### src/rtl/dupc_pkg.sv
// constants shared by the display update command control block
package dupc_pkg;
   // command codes
   localparam logic [7:0] CMD_SLEEP = 8'h10;
   localparam logic [7:0] CMD_SW_RESET = 8'h12;
   localparam logic [7:0] CMD_ACTIVATE = 8'h20;
   localparam logic [7:0] CMD_MEM_OPT = 8'h21;
   localparam logic [7:0] CMD_STAGE_SEL = 8'h22;
   localparam logic [7:0] CMD_NONE = 8'h00;
   // reset values of the parameter registers, and the deep sleep entry code
   localparam logic [7:0] MEM_OPT_A_RST = 8'h00;
   localparam logic [7:0] MEM_OPT_B_RST = 8'h00;
   localparam logic [7:0] STAGE_SEL_RST = 8'hff;
   localparam logic [1:0] SLEEP_RST = 2'h0;
   localparam logic [1:0] SLEEP_ENTER = 2'h1;
   // field positions
   localparam int MEM_OPT_B_BIT = 7;
   localparam int MONO_LSB = 0;
   localparam int RED_LSB = 4;
   // memory handling codes, same for both planes
   localparam logic [3:0] PLANE_NORMAL = 4'h0;
   localparam logic [3:0] PLANE_ZERO = 4'h4;
   localparam logic [3:0] PLANE_INVERT = 4'h8;
   // stage select bits
   localparam int STG_CLK_ON = 7;
   localparam int STG_ANA_ON = 6;
   localparam int STG_MODE2 = 3;
   localparam int STG_DRIVE = 2;
   localparam int STG_ANA_OFF = 1;
   localparam int STG_CLK_OFF = 0;
   // timing
   localparam int CLK_PERIOD_PS = 25000;
   localparam int SWRESET_TIME_NS = 1000;
   localparam int STAGE_TIME_NS = 500;
   localparam int DRIVE_TIME_US = 100;
   localparam int SWRESET_CYC = (SWRESET_TIME_NS * 1000 + CLK_PERIOD_PS - 1) / CLK_PERIOD_PS;
   localparam int STAGE_CYC = (STAGE_TIME_NS * 1000 + CLK_PERIOD_PS - 1) / CLK_PERIOD_PS;
   localparam int DRIVE_CYC = (DRIVE_TIME_US * 1000000 + CLK_PERIOD_PS - 1) / CLK_PERIOD_PS;
   localparam int CNT_W = 13;
   typedef enum logic [2:0] {
      DUPC_IDLE, DUPC_RESET, DUPC_CLK_ON, DUPC_ANA_ON, DUPC_DRIVE, DUPC_ANA_OFF, DUPC_CLK_OFF, DUPC_SLEEP
   } dupc_state_t;
endpackage

### src/rtl/dupc_ctrl.sv
// command decoder and display update sequencer of the panel driver
//
// How it works
// RULE1 - soft reset restores all command parameter defaults except deep sleep
// RULE2 - soft reset keeps the deep sleep setting
// RULE3 - soft reset leaves both frame memories untouched
// RULE4 - busy high while soft reset works
// RULE5 - activation runs stages picked by stage select
// RULE6 - busy high during whole update sequence
// RULE7 - host should not interrupt a running update
// RULE8 - memory option takes two bytes, red nibble high
// RULE9 - monochrome nibble: normal, forced zero, inverted
// RULE10 - stage select takes one byte, default ff
// RULE11 - stages run clock, analog, drive, analog, clock
// RULE12 - deep sleep holds busy until hardware reset
// RULE13 - red nibble uses the monochrome codes
// RULE14 - host sends commands dc low, data dc high
`timescale 1ns/10ps
module dupc_ctrl #(
   parameter int SWRESET_CYCLES = dupc_pkg::SWRESET_CYC,
   parameter int STAGE_CYCLES = dupc_pkg::STAGE_CYC,
   parameter int DRIVE_CYCLES = dupc_pkg::DRIVE_CYC
) (
   input wire logic sys_clk,
   input wire logic arst_n,
   input wire logic wr_strobe,
   input wire logic data_sel,
   input wire logic [7:0] wr_data,
   output logic busy,
   output logic [15:0] update_memory_option,
   output logic [7:0] update_stage_select,
   output logic [1:0] sleep_setting,
   output logic [1:0] plane_force_zero,
   output logic [1:0] plane_invert,
   output logic clock_enable,
   output logic analog_enable,
   output logic panel_drive,
   output logic drive_mode2
);
   dupc_pkg::dupc_state_t state, next_state;
   logic [dupc_pkg::CNT_W-1:0] cnt, next_cnt, stage_last;
   logic [7:0] cmd, next_cmd;
   logic [1:0] idx, next_idx;
   logic [7:0] opt_a, next_opt_a, stage_sel, next_stage_sel;
   logic opt_b7, next_opt_b7;
   logic [1:0] next_sleep_setting;
   logic next_clock_enable, next_analog_enable, next_panel_drive, next_drive_mode2;
   logic stage_on, stage_done;

   // busy follows any non idle state, deep sleep included
   assign busy = (state != dupc_pkg::DUPC_IDLE); // [RULE4] [RULE6] [RULE12]
   assign update_memory_option = {opt_b7, 7'h00, opt_a};
   assign update_stage_select = stage_sel;

   // length and enable of the current stage
   always_comb begin
      stage_on = 1'b1;
      stage_last = dupc_pkg::CNT_W'(STAGE_CYCLES - 1);
      unique case (state)
         dupc_pkg::DUPC_RESET: stage_last = dupc_pkg::CNT_W'(SWRESET_CYCLES - 1);
         dupc_pkg::DUPC_CLK_ON: stage_on = stage_sel[dupc_pkg::STG_CLK_ON];
         dupc_pkg::DUPC_ANA_ON: stage_on = stage_sel[dupc_pkg::STG_ANA_ON];
         dupc_pkg::DUPC_DRIVE: begin
            stage_on = stage_sel[dupc_pkg::STG_DRIVE];
            stage_last = dupc_pkg::CNT_W'(DRIVE_CYCLES - 1);
         end
         dupc_pkg::DUPC_ANA_OFF: stage_on = stage_sel[dupc_pkg::STG_ANA_OFF];
         dupc_pkg::DUPC_CLK_OFF: stage_on = stage_sel[dupc_pkg::STG_CLK_OFF];
         dupc_pkg::DUPC_IDLE, dupc_pkg::DUPC_SLEEP: stage_on = 1'b0;
      endcase
      stage_done = !stage_on || (cnt == stage_last);
   end

   // command decode, parameter capture and stage sequencing
   always_comb begin
      next_state = state;
      next_cnt = cnt;
      next_cmd = cmd;
      next_idx = idx;
      next_opt_a = opt_a;
      next_opt_b7 = opt_b7;
      next_stage_sel = stage_sel;
      next_sleep_setting = sleep_setting;
      next_clock_enable = clock_enable;
      next_analog_enable = analog_enable;
      next_panel_drive = 1'b0;
      next_drive_mode2 = drive_mode2;
      unique case (state)
         dupc_pkg::DUPC_IDLE: begin
            // writes are taken only while idle
            if (wr_strobe && !data_sel) begin // [RULE14]
               next_cmd = wr_data;
               next_idx = 2'd0;
               next_cnt = '0;
               if (wr_data == dupc_pkg::CMD_SW_RESET) begin
                  // frame memories live outside and get no write here
                  next_state = dupc_pkg::DUPC_RESET; // [RULE3]
                  next_cmd = dupc_pkg::CMD_NONE;
                  next_opt_a = dupc_pkg::MEM_OPT_A_RST; // [RULE1]
                  next_opt_b7 = dupc_pkg::MEM_OPT_B_RST[dupc_pkg::MEM_OPT_B_BIT]; // [RULE1]
                  next_stage_sel = dupc_pkg::STAGE_SEL_RST; // [RULE1]
                  next_clock_enable = 1'b0; // [RULE1]
                  next_analog_enable = 1'b0; // [RULE1]
                  next_drive_mode2 = 1'b0; // [RULE1]
                  // sleep_setting intentionally held [RULE2]
               end else if (wr_data == dupc_pkg::CMD_ACTIVATE) begin
                  next_state = dupc_pkg::DUPC_CLK_ON; // [RULE5]
               end
            end else if (wr_strobe) begin
               next_idx = (idx == 2'd3) ? idx : idx + 2'd1;
               if (cmd == dupc_pkg::CMD_MEM_OPT && idx == 2'd0) begin
                  next_opt_a = wr_data; // [RULE8] [RULE9] [RULE13]
               end else if (cmd == dupc_pkg::CMD_MEM_OPT && idx == 2'd1) begin
                  next_opt_b7 = wr_data[dupc_pkg::MEM_OPT_B_BIT]; // [RULE8]
               end else if (cmd == dupc_pkg::CMD_STAGE_SEL && idx == 2'd0) begin
                  next_stage_sel = wr_data; // [RULE10]
               end else if (cmd == dupc_pkg::CMD_SLEEP && idx == 2'd0) begin
                  next_sleep_setting = wr_data[1:0];
                  if (wr_data[1:0] == dupc_pkg::SLEEP_ENTER) begin
                     next_state = dupc_pkg::DUPC_SLEEP; // [RULE12]
                  end
               end
            end
         end
         dupc_pkg::DUPC_SLEEP: begin
            next_state = dupc_pkg::DUPC_SLEEP; // [RULE12]
         end
         default: begin
            // a running sequence ignores the host entirely
            next_cnt = stage_done ? '0 : cnt + 1'b1; // [RULE7]
            if (state == dupc_pkg::DUPC_DRIVE && stage_on && !stage_done) begin
               next_panel_drive = 1'b1;
               next_drive_mode2 = stage_sel[dupc_pkg::STG_MODE2];
            end
            if (stage_done) begin
               unique case (state)
                  dupc_pkg::DUPC_RESET: next_state = dupc_pkg::DUPC_IDLE;
                  dupc_pkg::DUPC_CLK_ON: begin
                     next_state = dupc_pkg::DUPC_ANA_ON; // [RULE11]
                     if (stage_on) next_clock_enable = 1'b1;
                  end
                  dupc_pkg::DUPC_ANA_ON: begin
                     next_state = dupc_pkg::DUPC_DRIVE; // [RULE11]
                     if (stage_on) next_analog_enable = 1'b1;
                  end
                  dupc_pkg::DUPC_DRIVE: next_state = dupc_pkg::DUPC_ANA_OFF; // [RULE11]
                  dupc_pkg::DUPC_ANA_OFF: begin
                     next_state = dupc_pkg::DUPC_CLK_OFF; // [RULE11]
                     if (stage_on) next_analog_enable = 1'b0;
                  end
                  dupc_pkg::DUPC_CLK_OFF: begin
                     next_state = dupc_pkg::DUPC_IDLE;
                     if (stage_on) next_clock_enable = 1'b0;
                  end
                  default: next_state = dupc_pkg::DUPC_IDLE;
               endcase
            end
         end
      endcase
   end

   // registers of the decoder and sequencer
   always_ff @(posedge sys_clk or negedge arst_n) begin
      if (!arst_n) begin
         state <= dupc_pkg::DUPC_IDLE;
         cnt <= '0;
         cmd <= dupc_pkg::CMD_NONE;
         idx <= 2'd0;
         opt_a <= dupc_pkg::MEM_OPT_A_RST;
         opt_b7 <= 1'b0;
         stage_sel <= dupc_pkg::STAGE_SEL_RST;
         sleep_setting <= dupc_pkg::SLEEP_RST;
         clock_enable <= 1'b0;
         analog_enable <= 1'b0;
         panel_drive <= 1'b0;
         drive_mode2 <= 1'b0;
      end else begin
         state <= next_state;
         cnt <= next_cnt;
         cmd <= next_cmd;
         idx <= next_idx;
         opt_a <= next_opt_a;
         opt_b7 <= next_opt_b7;
         stage_sel <= next_stage_sel;
         sleep_setting <= next_sleep_setting;
         clock_enable <= next_clock_enable;
         analog_enable <= next_analog_enable;
         panel_drive <= next_panel_drive;
         drive_mode2 <= next_drive_mode2;
      end
   end

   // per plane decode of the memory handling nibble, plane 0 mono, plane 1 red
   for (genvar p = 0; p < 2; p++) begin : g_plane
      logic [3:0] code;
      logic next_zero, next_inv;
      assign code = opt_a[(p == 0 ? dupc_pkg::MONO_LSB : dupc_pkg::RED_LSB) +: 4];
      always_comb begin
         next_zero = (code == dupc_pkg::PLANE_ZERO); // [RULE9] [RULE13]
         next_inv = (code == dupc_pkg::PLANE_INVERT); // [RULE9] [RULE13]
      end
      always_ff @(posedge sys_clk or negedge arst_n) begin
         if (!arst_n) begin
            plane_force_zero[p] <= 1'b0;
            plane_invert[p] <= 1'b0;
         end else begin
            plane_force_zero[p] <= next_zero;
            plane_invert[p] <= next_inv;
         end
      end
   end

   // checks
   localparam int RST_WAIT = SWRESET_CYCLES; // longest wait for busy low after the first four busy cycles
endmodule

### config.mk
export PLATFORM = sky130hd
export DESIGN_NAME = dupc_ctrl
export DESIGN_NICKNAME = d
export VERILOG_FILES = /design/src/rtl/dupc_pkg.sv /design/src/rtl/dupc_ctrl.sv
export SDC_FILE = /design/constraint.sdc
export NUM_CORES = 1
export LEC_CHECK = 0
export ABC_AREA = 1
export BUFFER_PORTS_ARGS = -buffer_cell sky130_fd_sc_hd__buf_2
export CORE_MARGIN = 5
export CORE_UTILIZATION = 50
export CTS_BUF_LIST = sky130_fd_sc_hd__clkbuf_8
export DETAILED_ROUTE_END_ITERATION = 8
export PLACE_DENSITY = 0.83
export REMOVE_ABC_BUFFERS = 1
export SLEW_MARGIN = 5
export SYNTH_ARGS = -nofsm -noshare
export SYNTH_HDL_FRONTEND = slang
export SYNTH_SLANG_ARGS = --single-unit
### constraint.sdc
create_clock -name sys_clk -period 1.5 [get_ports sys_clk]
set_input_delay 0.225 -clock sys_clk [delete_from_list [all_inputs] [get_ports sys_clk]]
set_output_delay 0.225 -clock sys_clk [all_outputs]
set_load 0.05 [all_outputs]
; ---- Word-level counts from Yosys, hierarchy flattened
; Index checks and enable logic that the tools add are counted.
; W data, S select, Z words.
[totals]
regBits = 53
out_inout_bits = 35
[classes]
add_sub_neg = 2
n_eq_ne = 37
muxes = 49
n_bitwise = 5
reduce_logical = 35
[ops]
columns = cell, count
row1 = $mux W8, 11
row2 = $mux W3, 10
row3 = $ne A3 B3 Y1 const B, 9
row4 = $mux W13, 2
row5 = $pmux W13 S2, 1
row6 = $eq A8 B6 Y1 const B, 3
row7 = $pmux W12 S2, 1
row8 = $reduce_and A7 Y1, 3
row9 = $eq A8 B5 Y1 const B, 2
row10 = $add A13 B1 Y13 const B, 1
row11 = $eq A13 B13 Y1, 1
row12 = $mux W1, 13
row13 = $eq A3 B3 Y1 const B, 4
row14 = $pmux W3 S4, 1
row15 = $reduce_bool A2 Y1, 6
row16 = $reduce_bool A3 Y1, 4
row17 = $ne A2 B2 Y1 const B, 5
row18 = $pmux W1 S2, 5
row19 = $eq A4 B3 Y1 const B, 2
row20 = $eq A4 B4 Y1 const B, 2
row21 = $reduce_and A4 Y1, 2
row22 = $reduce_and A8 Y1, 1
row23 = $logic_and A1 B1 Y1, 7
row24 = $eq A3 B2 Y1 const B, 2
row25 = 20 further kinds, 30

; ---- Depth between registers and ports, before layout
[depth]
depth_word = 9
ltp_mapped = 12
mapped_depth_nobuf = 12

; ---- Worst setup path after synthesis
; OpenSTA, ideal clock, no wires.
[synth_timing]
path_kind = register -> register
from = register state[1]
to = register stage_sel[1] (netlist: update_stage_select[1])
setup_ns = 0.076
arrival_ns = 1.590
setup_slack_ns = -0.165
stages_incl_launch_ff = 10
path_buffers = 1
period_less_slack_ns = 1.665
cell_sequence = dfrtp_1 -> nor2_4 -> nand2_4 -> nor2_2 -> inv_2 -> a21oi_2 -> nand3_4 -> buf_6 -> o21ai_1 -> inv_1
[synth_via]
elab_chain_cells = 2
[synth_rtl]
columns = element, line_no
row1 = "start, declared", dupc_ctrl.sv:40  ; dupc_pkg::dupc_state_t state, next_state;
row2 = "start signal, assigned", dupc_ctrl.sv:165  ; state <= dupc_pkg::DUPC_IDLE;
row3 = "start signal, assigned", dupc_ctrl.sv:178  ; state <= next_state;
row4 = $logic_not A3 Y1, dupc_ctrl.sv:88  ; unique case (state)
row5 = $reduce_and A6 Y1 (no source line), n/a
row6 = "end signal, assigned", dupc_ctrl.sv:171  ; stage_sel <= dupc_pkg::STAGE_SEL_RST;
row7 = "end signal, assigned", dupc_ctrl.sv:184  ; stage_sel <= next_stage_sel;
row8 = "end, declared", dupc_ctrl.sv:44  ; logic [7:0] opt_a, next_opt_a, stage_sel, next_stage_sel;
; No other way between the ends.
; A chain may end at the register's enable or synchronous reset.

; ---- Worst setup path in the final report
[layout_timing]
from = register state[1]
to = register stage_sel[6] (netlist: update_stage_select[6])
; The elaborated chain is that of the path after synthesis.

==> qor.csv <==
metric;value;unit
clkSlewWorstSetupHoldPaths;0.11;ns
violations;setup timing;
grt_antenna_before_repair;0;
wl_per_cell;20.95;um
synthCells;400;
hold_depth;4;
cts_buffers;5;
cts_sinks;53;
status;complete, but fails checks;
yosys_register_bits;53;
routed_wl;12.88;mm
seq_area_frac_synth;43.88;%
synth_cell_type_count;35;
grt_usage;27.03;%
p_leak;0.002384;uW
port_buffers;39;
final_util;81.13;%
p_sw_share;52.29;%
yosys-top-cells-area;dfrtp_1 (37%), nand2_1 (12%), inv_1 (8.0%);
r2r_cells;9;
powerDensity;2428;nW/um^2
grt_pass1_wl;16.35;mm
holdWs;0.2897;ns
synth_common_cells;nand2_1 (99), inv_1 (65), dfrtp_1 (45);
drive_above_1_share;51.11;%
switching_power;6098;uW
synth_edf_count;0;
critPathKind;reg -> reg;
drv_cap;0;
start_util;51.44;%
area_growth;57.72;%
nets;557;
gp_congestion;0.9228;
die_area;7752;sq um
vias;3655;
insertion_delay;0.32;ns
dr.pass1.iters;8;
yosysMostFrequentCell;nand2_1;
fill_cells;318;
num_antenna_cells;0;
cts_max_path_buffers;2;
ys_async_sr_fraction;100.0;%
peakVddDrop;2.318;mV
cts_max_level;2;
max_freq;0.5119;GHz
cp.required;1.74;ns
drc;0;
synth_top_flop_cell;dfrtp_1;
synth_top_cell_by_area;dfrtp_1;
rsz0062_at_grt;true;
seqPwrFrac;22.0;%
grt_max_degree;20;
setup_ws;-0.4533;ns
skew;0.006521;ns
first_global_vias;3513;
final-setup-viol-count;50;
start_kind;flip-flop;
worst_pin_slew;0.5382;ns
drt-initial-drc-count;335;
ant_nets;0;
relSlewSlack;64.12;%
end_kind;flip-flop;
viasPerCell;5.943;
period_share;130.2;%
yosysTopAreaCellShare;36.98;%
die_y;88.05;um
p_int;5563;uW
core_area;5921;sq um
ys_warn_count;0;
grt_overflow;0;
hold_viol_final;0;
maxSlewViolCount;0;
std_cell_rows;28;
hold_class;in -> reg;
pwr-share-clk;7.6;%
syn_avg_cell_area;7.614;sq um
die_w;88.05;um
power_frac_comb;70.4;%
ioPinCount;47;
path_max_fanout;8;
arrival;2.19;ns
fin_crit;1.953;ns
hpwl;6.089;mm
cts_tree;built;
cts-root-buf;clkbuf_8;
syn-cell-area;3045;sq um
-- power by group through the flow --
| stage | registers (uW) | logic (uW) | clock network [uW] |
|---|---|---|---|
| global route | 2600 | 8580 | 931 |
| floorplan | 3440 | 2200 | 0 |
| finish | 2570 | 8210 | 883 |
| detailed placement | 2470 | 4980 | 0 |
| global placement | 2440 | 4820 | 0 |
| CTS | 2450 | 6100 | 854 |
-- metrics by stage --
| stage | setup TNS (ns) | total power [uW] | cells | worst slack [ns] | cell area, sq um |
|---|---|---|---|---|---|
| global placement | -7.158 | 7262 | 570 | -0.3643 | 3757 |
| detailed placement | -9.533 | 7440 | 570 | -0.3883 | 3757 |
| floorplan | -3.270 | 5637 | 393 | -0.2751 | 2970 |
| global route | -16.36 | 12110 | 615 | -0.5553 | 4803 |
| CTS | -4.049 | 9398 | 606 | -0.1860 | 4320 |
| finish | -13.26 | 11660 | 615 | -0.4533 | 4803 |
-- cell usage in the layout (no fill, tap or decap), types with 6 or more instances in the layout --
cell type,count
buf_4,73
nand2_1,70
inv_1,59
dfrtp_1,42
buf_2,38
nand2_2,26
buf_6,20
nor2_1,18
nor2_4,15
o21ai_2,15
nor3_1,14
nand3_1,14
o22ai_2,10
o21ai_1,9
nand3_2,8
dfstp_2,8
nand2_4,7
nand4_1,7
conb_1,7
inv_2,6
nand3_4,6
-- path summary, 6_finish.rpt --
kind	start	slack [ns]	to
worst min-delay path	wr_data[0]	0.29	cmd[0]
max in group asynchronous	arst_n	0.60	state[1]
worst max register to register	state[1]	-0.45	update_stage_select[6]
min in group asynchronous	arst_n	0.41	cmd[4]
worst max-delay path	state[1]	-0.45	update_stage_select[6]
worst min register to register	opt_a[3]	0.45	plane_force_zero[0]
-- cells by family (layout without fill, tap and decap cells) --
logic type      Yosys count  count (layout)  share of synthesized area (%)
simple gates            201             203                          30.77
buf+inv                  84             216                          11.96
flops                    53              53                          43.88
compound gates           49              49                          9.080
fa+ha+maj                 6               6                          2.465
xor+xnor                  6               6                          1.726
other cells               1               7                         0.1231
-- routing by layer --
| metal | track usage (%) | vias to the layer above | part of all wire, % |
|---|---|---|---|
| met2 | 48.70 | 295 | 50 |
| met4 | 15.52 | 0 | 9.7 |
| met5 | 0 | - | 0 |
| met3 | 5.362 | 126 | 8.4 |
| met1 | 29.35 | 1700 | 32 |
| li1 | - | 1534 | - |
-- state kept, by name, summed over array words and instances (netlist names), 3 cells and up --
name / cells
state: 3
update_stage_select: 8
cmd: 8
opt_a: 8
cnt: 13
-- repair_timing --
item	in CTS	in global routing
resized for setup	63	115
gates cloned	2	0
pin swaps	32	40
endpoints found under the setup margin	43	49
hold buffers	1	0
buffers inserted	25	10
hold endpoints to repair	8	0
-- critical path, cell delays in order, from the launching register on --
cell,delay (ns)
dfrtp_2,0.51
nor2_4,0.25
nand2_4,0.12
nor2_4,0.12
inv_4,0.06
a21oi_4,0.20
buf_12,0.14
nand3_4,0.15
o21ai_2,0.19
inv_1,0.13
-- final cells by class --
class                   instances  area (sq um)  share of cell area, %
flip-flops and latches         53          1340                  27.90
clock inverters                 3         25.02                 0.5210
clock buffers                   5         68.82                  1.433
well taps                      75         93.84                  1.954
multi-input cells             271          1923                  40.04
repair buffers                137          1069                  22.25
inverters                      71         284.0                  5.913
(Power assumes the default switching activity.)
